`config.mk`:
```
export PLATFORM = sky130hd
export DESIGN_NAME = capture_compare_unit
export DESIGN_NICKNAME = d
export VERILOG_FILES = /design/src/logic/ccu_pkg.sv /design/src/logic/pin_edge_detect.sv /design/src/logic/capture_compare_unit.sv
export SDC_FILE = /design/constraint.sdc
export NUM_CORES = 1
export LEC_CHECK = 0
export ABC_AREA = 1
export BUFFER_PORTS_ARGS = -buffer_cell sky130_fd_sc_hd__buf_2
export CAP_MARGIN = 25
export CORE_MARGIN = 2
export CORE_UTILIZATION = 55
export CTS_CLUSTER_SIZE = 28
export DETAILED_ROUTE_END_ITERATION = 10
export PLACE_DENSITY = 0.82
export SYNTH_ARGS = -nofsm -noshare
export SYNTH_HDL_FRONTEND = slang
export SYNTH_HIERARCHICAL = 1
export SYNTH_SLANG_ARGS = --single-unit
export TNS_END_PERCENT = 20
```
`constraint.sdc`:
```
create_clock -name sys_clk -period 2.2 [get_ports sys_clk]
set_clock_uncertainty 0.1 [all_clocks]
set_input_delay 0.22 -clock sys_clk [delete_from_list [all_inputs] [get_ports sys_clk]]
set_output_delay 0.22 -clock sys_clk [all_outputs]
set_load 0.02 [all_outputs]
```
`src/logic/ccu_pkg.sv`:
```
// constants and types shared by the capture and compare unit
`default_nettype none
package ccu_pkg;

  // ----------------------------------------------------------------
  // register byte offsets
  // ----------------------------------------------------------------
  localparam logic [4:0] OFF_CONTROL   = 5'h00;
  localparam logic [4:0] OFF_VALUE     = 5'h04;
  localparam logic [4:0] OFF_TIMEBASE  = 5'h08;
  localparam logic [4:0] OFF_TIMER_CTL = 5'h0c;
  localparam logic [4:0] OFF_STATUS    = 5'h10;
  localparam logic [4:0] OFF_MASK      = 5'h14;
  localparam logic [4:0] OFF_PORT_DIR  = 5'h18;
  localparam logic [4:0] OFF_PORT_DATA = 5'h1c;

  // ----------------------------------------------------------------
  // mode select codes
  // ----------------------------------------------------------------
  localparam logic [3:0] MODE_OFF       = 4'h0;
  localparam logic [3:0] MODE_CAP_FALL  = 4'h4;
  localparam logic [3:0] MODE_CAP_RISE  = 4'h5;
  localparam logic [3:0] MODE_CAP_4TH   = 4'h6;
  localparam logic [3:0] MODE_CAP_16TH  = 4'h7;
  localparam logic [3:0] MODE_CMP_HIGH  = 4'h8;
  localparam logic [3:0] MODE_CMP_LOW   = 4'h9;
  localparam logic [3:0] MODE_CMP_KEEP  = 4'ha;
  localparam logic [3:0] MODE_CMP_KEEP2 = 4'hb;

  // prescaler terminal counts (edges minus one)
  localparam logic [3:0] PRESC_LAST_4   = 4'h3;
  localparam logic [3:0] PRESC_LAST_16  = 4'hf;

  // ----------------------------------------------------------------
  // timebase sources and field positions
  // ----------------------------------------------------------------
  localparam logic [1:0] TSRC_INTERNAL  = 2'h0;
  localparam logic [1:0] TSRC_EXT_SYNC  = 2'h1;
  localparam logic [1:0] TSRC_EXT_ASYNC = 2'h2;

  localparam int STAT_UNIT_BIT = 0;
  localparam int STAT_OVF_BIT  = 1;
  localparam int PIN_BIT       = 3;

  // ----------------------------------------------------------------
  // reset values
  // ----------------------------------------------------------------
  localparam logic [3:0]  CONTROL_RESET   = 4'h0;
  localparam logic [15:0] VALUE_RESET     = 16'h0000;
  localparam logic [15:0] TIMEBASE_RESET  = 16'h0000;
  localparam logic [7:0]  PORT_DIR_RESET  = 8'hff;
  localparam logic [7:0]  PORT_DATA_RESET = 8'h00;
  localparam logic [1:0]  STATUS_RESET    = 2'h0;
  localparam logic [1:0]  MASK_RESET      = 2'h0;

  // ----------------------------------------------------------------
  // types
  // ----------------------------------------------------------------
  typedef struct packed {
    logic rise;
    logic fall;
  } edge_pulses_t;

  typedef struct packed {
    logic [1:0] src;
    logic       run;
  } timer_ctl_t;

endpackage
`default_nettype wire

```
`src/logic/pin_edge_detect.sv`:
```
// two-stage pin synchroniser with rise and fall pulse outputs
`default_nettype none
`timescale 1ns/1ps
module pin_edge_detect
  import ccu_pkg::*;
(
  input  wire logic    sys_clk,
  input  wire logic    resetn,
  input  wire logic    pin_async,
  output edge_pulses_t edges,
  output logic         level
);

  logic sync1_reg;
  logic sync2_reg;

  // ----------------------------------------------------------------
  // synchroniser and edge pulses
  // ----------------------------------------------------------------
  always_ff @(posedge sys_clk) begin
    if (!resetn) begin
      sync1_reg <= 1'b0;
      sync2_reg <= 1'b0;
    end else begin
      sync1_reg <= pin_async;
      sync2_reg <= sync1_reg;
    end
  end

  always_ff @(posedge sys_clk) begin
    if (!resetn) begin
      level <= 1'b0;
      edges <= '0;
    end else begin
      level      <= sync2_reg;
      edges.rise <= sync2_reg & ~level;
      edges.fall <= ~sync2_reg & level;
    end
  end
endmodule // pin_edge_detect
`default_nettype wire

```
`src/logic/capture_compare_unit.sv`:
```
// capture and compare unit around a 16-bit timebase, Avalon-MM slave
//
// Notes on behaviour
// - capture suppressed while timebase counts asynchronously
// - capture mode change may set flag
// - two capture prescaler settings from mode field
// - prescaler cleared when off or not capturing
// - capture to capture switch keeps prescaler count
// - compare value checked against timebase every cycle
// - match drives pin high, low, or unchanged
// - match sets flag with pin action
// - control write of zero clears compare latch
// - falling, rising, fourth or sixteenth rising edge
// - capture copies full timebase into value register
// - capture sets sticky flag, overwrites older value
`default_nettype none
`timescale 1ns/1ps
module capture_compare_unit
  import ccu_pkg::*;
(
  input  wire logic        sys_clk,
  input  wire logic        resetn,
  input  wire logic [4:0]  address,
  input  wire logic        read,
  input  wire logic        write,
  input  wire logic [31:0] writedata,
  input  wire logic [3:0]  byteenable,
  output logic [31:0]      readdata,
  output logic             waitrequest,
  input  wire logic        event_pin_in,
  output logic             event_pin_out,
  output logic             event_pin_oe_n,
  input  wire logic        ext_clk_pin,
  output logic             irq
);

  // ----------------------------------------------------------------
  // declarations
  // ----------------------------------------------------------------
  logic [3:0]   mode_select_field;
  logic [15:0]  capture_compare_value;
  logic [15:0]  timebase_counter;
  timer_ctl_t   timer_ctl_reg;
  logic [1:0]   status_reg;
  logic [1:0]   mask_reg;
  logic [7:0]   port_direction_reg;
  logic [7:0]   port_data_reg;
  logic [3:0]   presc_cnt_reg;
  logic         cmp_latch_reg;
  logic         ack_reg;
  edge_pulses_t pin_edges;
  edge_pulses_t ext_edges;
  logic         pin_level;
  logic         wr_go;
  logic         ctl_wr;
  logic [3:0]   mode_next;
  logic         cap_mode;
  logic         cmp_mode;
  logic         cap_allowed;
  logic         cap_edge;
  logic         cap_event;
  logic         presc_mode;
  logic [3:0]   presc_last;
  logic         mode_glitch;
  logic         cmp_match;
  logic         tick;
  logic         overflow;
  logic [31:0]  wmask;
  logic [31:0]  rd_next;

  // ----------------------------------------------------------------
  // pin and external clock synchronisers
  // ----------------------------------------------------------------
  pin_edge_detect u_pin_sync (
    .sys_clk   (sys_clk),
    .resetn    (resetn),
    .pin_async (event_pin_in),
    .edges     (pin_edges),
    .level     (pin_level)
  );

  pin_edge_detect u_ext_sync (
    .sys_clk   (sys_clk),
    .resetn    (resetn),
    .pin_async (ext_clk_pin),
    .edges     (ext_edges),
    .level     ()
  );

  // ----------------------------------------------------------------
  // bus slave: one wait state per access
  // ----------------------------------------------------------------
  assign waitrequest = (read | write) & ~ack_reg;
  assign wr_go       = write & ack_reg;
  assign ctl_wr      = wr_go && (address == OFF_CONTROL) && byteenable[0];
  assign mode_next   = writedata[3:0];

  always_comb begin
    for (int i = 0; i < 4; i++) begin
      wmask[i*8 +: 8] = {8{byteenable[i]}};
    end
  end

  always_ff @(posedge sys_clk) begin
    if (!resetn) begin
      ack_reg <= 1'b0;
    end else begin
      ack_reg <= (read | write) & ~ack_reg;
    end
  end

  always_comb begin
    rd_next = 32'h0000_0000;
    case (address)
      OFF_CONTROL:   rd_next[3:0]  = mode_select_field;
      OFF_VALUE:     rd_next[15:0] = capture_compare_value;
      OFF_TIMEBASE:  rd_next[15:0] = timebase_counter;
      OFF_TIMER_CTL: rd_next[2:0]  = timer_ctl_reg;
      OFF_STATUS:    rd_next[1:0]  = status_reg;
      OFF_MASK:      rd_next[1:0]  = mask_reg;
      OFF_PORT_DIR:  rd_next[7:0]  = port_direction_reg;
      OFF_PORT_DATA: rd_next[7:0]  = port_data_reg;
      default:       rd_next       = 32'h0000_0000;
    endcase
  end

  always_ff @(posedge sys_clk) begin
    if (!resetn) begin
      readdata <= 32'h0000_0000;
    end else if (read && !ack_reg) begin
      readdata <= rd_next & wmask;
    end
  end

  // ----------------------------------------------------------------
  // configuration registers
  // ----------------------------------------------------------------
  always_ff @(posedge sys_clk) begin
    if (!resetn) begin
      mode_select_field <= CONTROL_RESET;
    end else if (ctl_wr) begin
      mode_select_field <= mode_next;
    end
  end

  always_ff @(posedge sys_clk) begin
    if (!resetn) begin
      timer_ctl_reg      <= '0;
      mask_reg           <= MASK_RESET;
      port_direction_reg <= PORT_DIR_RESET;
      port_data_reg      <= PORT_DATA_RESET;
    end else if (wr_go && byteenable[0]) begin
      case (address)
        OFF_TIMER_CTL: timer_ctl_reg      <= writedata[2:0];
        OFF_MASK:      mask_reg           <= writedata[1:0];
        OFF_PORT_DIR:  port_direction_reg <= writedata[7:0];
        OFF_PORT_DATA: port_data_reg      <= writedata[7:0];
        default:       mask_reg           <= mask_reg;
      endcase
    end
  end

  // ----------------------------------------------------------------
  // timebase counter
  // ----------------------------------------------------------------
  always_comb begin
    case (timer_ctl_reg.src)
      TSRC_INTERNAL: tick = timer_ctl_reg.run;
      TSRC_EXT_SYNC: tick = timer_ctl_reg.run & ext_edges.rise;
      default:       tick = timer_ctl_reg.run & ext_edges.rise;
    endcase
  end

  assign overflow = tick && (timebase_counter == 16'hffff);

  always_ff @(posedge sys_clk) begin
    if (!resetn) begin
      timebase_counter <= TIMEBASE_RESET;
    end else if (wr_go && address == OFF_TIMEBASE) begin
      timebase_counter <= (timebase_counter & ~wmask[15:0]) | (writedata[15:0] & wmask[15:0]);
    end else if (tick) begin
      timebase_counter <= timebase_counter + 16'h0001;
    end
  end

  // ----------------------------------------------------------------
  // mode decode
  // ----------------------------------------------------------------
  assign cap_mode    = (mode_select_field >= MODE_CAP_FALL) &&
                       (mode_select_field <= MODE_CAP_16TH);
  assign cmp_mode    = (mode_select_field >= MODE_CMP_HIGH) &&
                       (mode_select_field <= MODE_CMP_KEEP2);
  assign cap_allowed = cap_mode && (timer_ctl_reg.src != TSRC_EXT_ASYNC);
  assign presc_mode  = (mode_select_field == MODE_CAP_4TH) ||
                       (mode_select_field == MODE_CAP_16TH);
  assign presc_last  = (mode_select_field == MODE_CAP_16TH) ? PRESC_LAST_16
                                                            : PRESC_LAST_4;

  // direct switch between two different capture settings glitches the flag
  assign mode_glitch = ctl_wr && cap_mode && (mode_next != mode_select_field) &&
                       (mode_next >= MODE_CAP_FALL) && (mode_next <= MODE_CAP_16TH);

  // ----------------------------------------------------------------
  // capture edge select and prescaler
  // ----------------------------------------------------------------
  always_comb begin
    case (mode_select_field)
      MODE_CAP_FALL: cap_edge = pin_edges.fall;
      MODE_CAP_RISE: cap_edge = pin_edges.rise;
      MODE_CAP_4TH:  cap_edge = pin_edges.rise && (presc_cnt_reg >= presc_last);
      MODE_CAP_16TH: cap_edge = pin_edges.rise && (presc_cnt_reg >= presc_last);
      default:       cap_edge = 1'b0;
    endcase
  end

  assign cap_event = cap_allowed && cap_edge;

  always_ff @(posedge sys_clk) begin
    if (!resetn) begin
      presc_cnt_reg <= 4'h0;
    end else if (!cap_mode) begin
      presc_cnt_reg <= 4'h0;
    end else if (presc_mode && cap_allowed && pin_edges.rise) begin
      // a count left over from another setting is kept, not cleared
      presc_cnt_reg <= (presc_cnt_reg >= presc_last) ? 4'h0 : presc_cnt_reg + 4'h1;
    end
  end

  // ----------------------------------------------------------------
  // capture and compare value
  // ----------------------------------------------------------------
  always_ff @(posedge sys_clk) begin
    if (!resetn) begin
      capture_compare_value <= VALUE_RESET;
    end else if (cap_event) begin
      capture_compare_value <= timebase_counter;
    end else if (wr_go && address == OFF_VALUE) begin
      capture_compare_value <= (capture_compare_value & ~wmask[15:0]) |
                               (writedata[15:0] & wmask[15:0]);
    end
  end

  // ----------------------------------------------------------------
  // compare match and output latch
  // ----------------------------------------------------------------
  assign cmp_match = cmp_mode && (timebase_counter == capture_compare_value);

  always_ff @(posedge sys_clk) begin
    if (!resetn) begin
      cmp_latch_reg <= 1'b0;
    end else if (ctl_wr && mode_next == MODE_OFF) begin
      cmp_latch_reg <= 1'b0;
    end else if (cmp_match && mode_select_field == MODE_CMP_HIGH) begin
      cmp_latch_reg <= 1'b1;
    end else if (cmp_match && mode_select_field == MODE_CMP_LOW) begin
      cmp_latch_reg <= 1'b0;
    end
  end

  // compare mode steers the pin from the compare latch, else the port latch
  always_ff @(posedge sys_clk) begin
    if (!resetn) begin
      event_pin_out  <= 1'b0;
      event_pin_oe_n <= 1'b1;
    end else begin
      event_pin_out  <= cmp_mode ? cmp_latch_reg : port_data_reg[PIN_BIT];
      event_pin_oe_n <= port_direction_reg[PIN_BIT];
    end
  end

  // ----------------------------------------------------------------
  // sticky status, mask and interrupt
  // ----------------------------------------------------------------
  always_ff @(posedge sys_clk) begin
    if (!resetn) begin
      status_reg <= STATUS_RESET;
    end else begin
      // set wins over a write-one clear in the same cycle
      if (cap_event || cmp_match || mode_glitch) begin
        status_reg[STAT_UNIT_BIT] <= 1'b1;
      end else if (wr_go && address == OFF_STATUS && byteenable[0] &&
                   writedata[STAT_UNIT_BIT]) begin
        status_reg[STAT_UNIT_BIT] <= 1'b0;
      end
      if (overflow) begin
        status_reg[STAT_OVF_BIT] <= 1'b1;
      end else if (wr_go && address == OFF_STATUS && byteenable[0] &&
                   writedata[STAT_OVF_BIT]) begin
        status_reg[STAT_OVF_BIT] <= 1'b0;
      end
    end
  end

  assign irq = |(status_reg & mask_reg);
endmodule // capture_compare_unit
`default_nettype wire

```
## After elaboration in Yosys (flattened, before gate mapping)

Cells that the tools add are included.
Widths: inputs -> output; s select.

- Register bits: 108
- Bits of input ports: 47
- Output and inout bits: 36
- Logic and storage cells: 137

- Add/sub/neg operators: 2
- Order comparisons: 7
- Equality and inequality tests: 17
- Mux-type cells: 20
- Bitwise operators: 20
- Reduce and logical (&&, ||, !) cells: 46

Operator list:

| kind | number |
|---|---|
| $mux 16 | 4 |
| $and 16x16->16 | 3 |
| $and 16x32->32 | 1 |
| $or 16x16->16 | 2 |
| $logic_and 1x1->1 | 26 |
| $eq 5x5->1 const B | 4 |
| $add 16x1->16 const B | 1 |
| $eq 16x16->1 | 1 |
| $eq 16x16->1 const B | 1 |
| $eq 4x3->1 const B | 4 |
| $not 16->16 | 1 |
| $pmux 2 s8 | 1 |
| $pmux 4 s4 | 1 |
| $pmux 8 s2 | 1 |
| $eq 5x4->1 const B | 2 |
| $reduce_and 2->1 | 5 |
| $reduce_bool 2->1 | 5 |
| $eq 4x4->1 const B | 2 |
| $ge 4x3->1 const B | 2 |
| $le 4x3->1 const B | 2 |
| $mux 1 | 8 |
| $mux 4 | 2 |
| $and 1x1->1 | 6 |
| $pmux 1 s6 | 1 |
| other kinds (18) | 26 |

## Logic depth before layout (Yosys ltp)

Gate-level depths: netlist of run 1.

- Word-level depth: 9
- Depth in mapped cells: 14
- Gate-level depth less buffers: 13

## Modules after synthesis

Netlist of run 1, hierarchy kept.

Modules (own cells, without submodules):

| module | instances | cells an instance | area each (um^2) | seq. area each (um^2) |
|---|---|---|---|---|
| capture_compare_unit | 1 | 776 | 4,932.2 | 1,661.6 |
| pin_edge_detect | 2 | 14 | 136.4 | 100.1 |

## Worst setup path after synthesis of run 1

No wires, ideal clock.

- Path type: register to register
- From: register mode_select_field[3]
- To: register (tool-made name)
- Library setup time: 117 ps
- Arrival time: 1,777 ps
- Required time: 1,983 ps
- Setup slack: 206 ps
- Stages on the path, launching flop included: 14
- Path buffers: 1
- Clock period less this slack: 1,994 ps
- Path through: dfxtp_1 > inv_1 > nand2_1 > inv_1 > nand3_1 > ha_1 > a21oi_1 > and2_1 > nand2_1 > nand2_1 > clkbuf_2 > o21ai_1 > a21oi_1 > nor2_1

RTL lines:

| item | RTL line | RTL |
|---|---|---|
| start: declaration | capture_compare_unit.sv:40 | `logic [3:0] mode_select_field;` |
| start signal: assignment | capture_compare_unit.sv:142 | `mode_select_field <= mode_next;` |

==> qor.tcl, run 1 <==
set qor(max_slew.worst_pin.slew_ps) 499
set qor(tritoncts) {built}
set qor(drive_above_1_share_pct) 14.5
set qor(detailedRoute.firstPassIterationCount) 6
set qor(final_cell_area_um2) 5840
set qor(fp.dieArea_um2) 10200
set qor(antenna_found_initial) 0
set qor(path_clk_slew_ps) 100
set qor(dpl.cell_count) 956
set qor(setup_slack_ps) 143
set qor(power-per-cell-area_nw_per_um2) 543
set qor(drv_cap) 0
set qor(sw_frac_of_total_pct) 25.0
set qor(worstSetupPathType) {reg -> reg}
set qor(chipWidth_um) 101
set qor(cts_buffers) 9
set qor(first_pass_grt_wire_length_um) 22900
set qor(cts_root_buf) {sky130_fd_sc_hd__clkbuf_8}
set qor(average_cell_area_after_synthesis_um2) 6.46
set qor(p_leak_uw) 0.00263
set qor(power_switching_uw) 792
set qor(htree_depth) 3
set qor(first_global_vias) 4699
set qor(worstPathMaxFanout) 8
set qor(finalMaxSlewViolations) 0
set qor(start_kind) {flop}
set qor(die_height_um) 101
set qor(dp.final_hpwl_um) 10200
set qor(commonest_non_fill_non_tap_cells_in_the_layout) {sky130_fd_sc_hd__nand2_1, sky130_fd_sc_hd__nor2_1, sky130_fd_sc_hd__dfxtp_1}
set qor(number_of_design_rule_violations_left_after_detail_routing) 0
set qor(sequentialPowerShare_pct) 52.9
set qor(period_minus_slack_ps) 2060
set qor(max_freq_ghz) 0.486
set qor(final_layout_net_count) 910
set qor(vdd_ir_drop_max_mv) 0.297
set qor(largest_net_degree_at_the_start_of_global_routing) 50
set qor(gr-usage-all-layers_pct) 28.4
set qor(syn_inst) 801
set qor(layout.cells.most_common) {sky130_fd_sc_hd__nand2_1}
set qor(comb_power_share_pct) 6.5
set qor(clock_power_share_pct) 40.5
set qor(diodes) 0
set qor(setup_violating_endpoint_count_in_the_final_report) 0
set qor(worst_ep_required_time_ps) 2350
set qor(placement.io_buffers) 48
set qor(fin_crit_sh_pct) 93.5
set qor(gp_congestion) 1.02
set qor(utilization_pct) 63.5
set qor(number_of_rows_created_at_floorplan) 35
set qor(worstHoldPathType) {in -> reg}
set qor(detailed_place.area_um2) 5520
set qor(start_util_pct) 56.3
set qor(cts_sinks) 92
set qor(drt_first_iter_violations) 481
set qor(synth.cell_area_um2) 5180
set qor(route.detailed.wl_per_inst_um) 14.5
set qor(hold_violations) 0
set qor(timing.slew.headroom_pct) 66.5
set qor(dp_slack_ps) -25.6
set qor(postcts_setup_bufs) 0
set qor(cts_buffer_depth) 2
set qor(setup_repair_after_global_routing_missed_its_margin) {no}
set qor(yosys_warnings) 6
set qor(worst_hold_slack_ps) 49.7
set qor(worst_skew_pair.late_latency_ps) 360
set qor(critPathArrivalTime_ps) 2210
set qor(post_drt_antenna_nets) 0
set qor(outcome) {finished clean}
set qor(final_cell_count_no_fill) 975
set qor(end_kind) {flop}
set qor(remaining_global_route_overflow) 0
set qor(floorplan.core_area_um2) 9200
set qor(routed_via_density) 5.49
set qor(cell_internal_pwr_uw) 2380
set qor(detailroute.via_count) 5356
set qor(num_io_pins) 83
set qor(wl_um) 14100
set qor(layout-area-overhead-vs-synth_pct) 12.8
routing by layer:
layer	up-vias	wire length, um	GRT usage (%)
li1	2665	-	-
met3	49	1200	3.61
met5	-	0	0
met1	2395	6190	40.0
met4	0	520	12.3
met2	247	6220	43.6
critical path, stage by stage, from the launching register on:
cell                      delay [ps]
sky130_fd_sc_hd__dfxtp_1         330
sky130_fd_sc_hd__inv_1            80
sky130_fd_sc_hd__nand2_2          80
sky130_fd_sc_hd__inv_2            80
sky130_fd_sc_hd__nand3_2         100
sky130_fd_sc_hd__ha_4            300
sky130_fd_sc_hd__nand3_1          70
sky130_fd_sc_hd__and2_4          170
sky130_fd_sc_hd__nand2_2         100
sky130_fd_sc_hd__nand2_4          90
sky130_fd_sc_hd__buf_4           190
sky130_fd_sc_hd__nand2_1          60
sky130_fd_sc_hd__nand2_1          60
sky130_fd_sc_hd__nor2_1          100
sky130_fd_sc_hd__nor2_1           40
final timing paths:
kind	start	endpoint	cells after the start	slack, ps
worst max-delay path	mode_select_field[3]	flop	14	140
worst min-delay path	writedata[7]	port_direction_reg[7]	3	50
worst max register to register	mode_select_field[3]	flop	14	140
worst min register to register	u_ext_sync/level	u_ext_sync/edges[1]	1	300
final cells by class:
class	count	area [um^2]
Tap cell	111	139
Clock inverter	6	97.6
Multi-Input combinational cell	590	2820
Inverter	93	353
Timing Repair Buffer	73	458
Clock buffer	10	128
Sequential cell	92	1840
Fill cell	895	3360
power by group through the flow:
stage	clock [uW]	sequential [uW]	combinational (uW)
floorplan	0	1720	141
global placement	0	1720	197
detailed placement	0	1720	198
CTS	1300	1680	203
global route	1380	1680	225
finish	1290	1680	207
per-stage QoR:
step / power (uW) / setup TNS (ps)
final: 3170 / 0
after global routing: 3290 / 0
after CTS: 3180 / 0
after detailed placement: 1920 / -31.6
after global placement: 1910 / 0
after floorplan: 1860 / 0
what timing repair did:
item                                    in CTS  in global routing
cloned                                       0                  1
resized for setup                            2                 10
hold endpoints to repair                     2                  0
endpoints found under the setup margin       6                 17
hold buffers                                 2                  0
Note: power is estimated with default switching activity, not from simulation.
==> run 2, diff against run 1 <==
--- a/config.mk
+++ b/config.mk
@@ -12,7 +12,7 @@
 export CORE_UTILIZATION = 55
 export CTS_CLUSTER_SIZE = 28
 export DETAILED_ROUTE_END_ITERATION = 10
-export PLACE_DENSITY = 0.82
+export PLACE_DENSITY = 0.84
 export SYNTH_ARGS = -nofsm -noshare
 export SYNTH_HDL_FRONTEND = slang
 export SYNTH_HIERARCHICAL = 1
==> run 2 against run 1 <==
- fmax increased by 1.6%
- sequential cell count unchanged
- via count decreased by 0.84%
- total power increased by 1.8%
- final cell count increased by 0.21%
- sequential power about the same
- largest cell class unchanged
- highest routed layer unchanged
==> qor.tcl, run 2 (synthesis gave the netlist of run 1 again) <==
set qor(outcome) {finished clean}
set qor(detailroute.via_count) 5311 ;# -0.84%
set qor(postcts_setup_bufs) 0 ;# unchanged
set qor(cts_root_buf) {sky130_fd_sc_hd__clkbuf_8}
set qor(fin_crit_sh_pct) 92.0 ;# -1.5 points
set qor(rr_startpoint) {mode_select_field[3]}
set qor(num_io_pins) 83 ;# unchanged
set qor(worst_skew_pair.late_latency_ps) 380 ;# +20 ps
set qor(antenna_found_initial) 0 ;# unchanged
set qor(setup_slack_ps) 175 ;# +32.9 ps
set qor(chipWidth_um) 101 ;# unchanged
set qor(power-per-cell-area_nw_per_um2) 552 ;# +1.7%
set qor(worst_ep_required_time_ps) 2370 ;# +20 ps
set qor(dpl.cell_count) 959 ;# +0.31%
set qor(drive_above_1_share_pct) 14.7 ;# +0.20 points
set qor(htree_depth) 3 ;# unchanged
set qor(drv_cap) 0 ;# unchanged
set qor(floorplan.core_area_um2) 9200 ;# unchanged
set qor(layout.cells.most_common) {sky130_fd_sc_hd__nand2_1}
set qor(slowest_stage) {sky130_fd_sc_hd__dfxtp_1}
set qor(period_minus_slack_ps) 2020 ;# -32.9 ps
set qor(cts_buffer_depth) 2 ;# unchanged
set qor(hold_violations) 0 ;# unchanged
set qor(hold_start) {writedata[7]}
set qor(final_cell_count_no_fill) 977 ;# +0.21%
set qor(critPathArrivalTime_ps) 2200 ;# about the same
set qor(setup_violating_endpoint_count_in_the_final_report) 0 ;# unchanged
set qor(first_global_vias) 4932 ;# +5.0%
set qor(number_of_rows_created_at_floorplan) 35 ;# unchanged
set qor(start_util_pct) 56.3 ;# unchanged
set qor(die_height_um) 101 ;# unchanged
set qor(path_clk_slew_ps) 100 ;# about the same
set qor(p_leak_uw) 0.00263 ;# about the same
set qor(setup_repair_after_global_routing_missed_its_margin) {no}
set qor(holdPathEnd) {port_direction_reg[7]}
set qor(fp.dieArea_um2) 10200 ;# unchanged
set qor(remaining_global_route_overflow) 0 ;# unchanged
set qor(finalMaxSlewViolations) 0 ;# unchanged
set qor(commonest_non_fill_non_tap_cells_in_the_layout) {sky130_fd_sc_hd__nand2_1, sky130_fd_sc_hd__nor2_1, sky130_fd_sc_hd__dfxtp_1}
set qor(cp_slowest_stage_delay_ps) 320 ;# about the same
set qor(cts_sinks) 92 ;# unchanged
set qor(post_drt_antenna_nets) 0 ;# unchanged
set qor(max_freq_ghz) 0.494 ;# +1.6%
set qor(rrSetupSlack_ps) 180 ;# +30 ps
set qor(largest_net_degree_at_the_start_of_global_routing) 50 ;# unchanged
set qor(first_pass_grt_wire_length_um) 23300 ;# +1.8%
set qor(cell_chain_critical_path) {inv_1, nand2_2, inv_2, nand3_2, ha_1, nand3_1, and2_4, nand2_2, nand2_4, buf_4, nand2_1, nand2_1, nor2_1, nor2_1}
set qor(worst-r2r-cell-count) 14 ;# unchanged
set qor(end_kind) {flop}
set qor(layout-area-overhead-vs-synth_pct) 12.9
set qor(gr-usage-all-layers_pct) 28.8 ;# +0.43 points
set qor(final_layout_net_count) 912 ;# +0.22%
set qor(worstSetupPathType) {reg -> reg}
set qor(vdd_ir_drop_max_mv) 0.277 ;# -6.9%
set qor(routed_via_density) 5.44 ;# -1.0%
set qor(tritoncts) {built}
set qor(dp.final_hpwl_um) 10100 ;# -1.0%
set qor(dp_slack_ps) -13.3 ;# +12.3 ps
set qor(final.fill_count) 871 ;# -2.7%
set qor(worstPathBufferInverterCount) 3 ;# unchanged
set qor(worstHoldPathType) {in -> reg}
set qor(wl_um) 14000 ;# -1.1%
set qor(detailedRoute.firstPassIterationCount) 7 ;# +1
set qor(start_kind) {flop}
set qor(number_of_design_rule_violations_left_after_detail_routing) 0 ;# unchanged
set qor(worst_path_dominant_cell_family) {simple AND/OR/NAND/NOR gates}
set qor(cts_buffers) 9 ;# unchanged
set qor(placement.io_buffers) 48 ;# unchanged
set qor(worstPathMaxFanout) 8 ;# unchanged
set qor(route.detailed.wl_per_inst_um) 14.3 ;# -1.3%
set qor(hold-path-cell-count) 3 ;# unchanged
set qor(drt_first_iter_violations) 664 ;# +38%
set qor(diodes) 0 ;# unchanged
set qor(utilization_pct) 63.6 ;# +0.082 points
set qor(worst_hold_slack_ps) 19.5 ;# -30.2 ps
set qor(gp_congestion) 0.958 ;# -5.6%
run 2: changes by cell type in the layout (fill, tap and decap cells not counted):
cell | before | now
sky130_fd_sc_hd__a21oi_1 | 55 | 56
sky130_fd_sc_hd__a21oi_2 | 3 | 2
sky130_fd_sc_hd__buf_12 | 0 | 1
sky130_fd_sc_hd__buf_4 | 21 | 24
sky130_fd_sc_hd__buf_8 | 1 | 0
sky130_fd_sc_hd__clkbuf_1 | 1 | 0
sky130_fd_sc_hd__clkbuf_16 | 1 | 0
sky130_fd_sc_hd__clkbuf_8 | 9 | 10
sky130_fd_sc_hd__clkinv_4 | 3 | 2
sky130_fd_sc_hd__clkinvlp_4 | 0 | 1
run 2: area by class of cell:
class	instances	area [um^2]	share of cell area (%)
Clock inverter	6	96.3	1.65
Timing Repair Buffer	75	460	7.88
Inverter	93	353	6.04
Sequential cell	92	1840	31.5
Tap cell	111	139	2.38
Clock buffer	10	138	2.35
Multi-Input combinational cell	590	2820	48.2
run 2: metrics by stage:
step / cell area [um^2] / total power (uW) / TNS (ps)
after floorplan: 5230 / 1860 / 0
after global placement: 5560 / 1920 / 0
after detailed placement: 5560 / 1920 / -16.7
after CTS: 5820 / 3230 / 0
after global routing: 5850 / 3320 / 0
final: 5850 / 3230 / 0
run 2: worst reg2reg max path, delay by kind of cell (launching register included):
| family | cells | cell delay [ps] |
|---|---|---|
| and+or+nand+nor | 10 | 860 |
| buffers and inverters | 3 | 340 |
| DFF | 1 | 320 |
| adders and majority gates | 1 | 300 |
run 2: how the worst max path moves through the flow:
stage,startpoint,to,slack (ps),depth (start not counted)
final,mode_select_field[3],flop,180,14
after global routing,mode_select_field[3],flop,30,14
after CTS,mode_select_field[3],flop,20,13
after detailed placement,mode_select_field[3],flop,-10,12
after global placement,mode_select_field[3],flop,50,12
after floorplan,mode_select_field[3],flop,210,13
run 2: power breakdown:
group          internal, uW  total (uW)  switching (uW)
Clock                   683        1340             659
Combinational          54.2         208             153
Sequential             1670        1680            5.38
Total                  2410        3230             818
run 2: metal layers:
metal	up-vias	GRT usage [%]	routed length, um
li1	2671	-	-
met1	2358	38.7	6160
met2	256	46.5	6370
met3	26	4.92	1130
met4	0	10.4	311
met5	-	0	0
run 2: timing repair:
item                                    4_1_cts  5_1_grt
gates resized for setup                       2        7
endpoints found under the hold margin         2        0
endpoints found under the setup margin       13       17
hold buffers                                  2        0
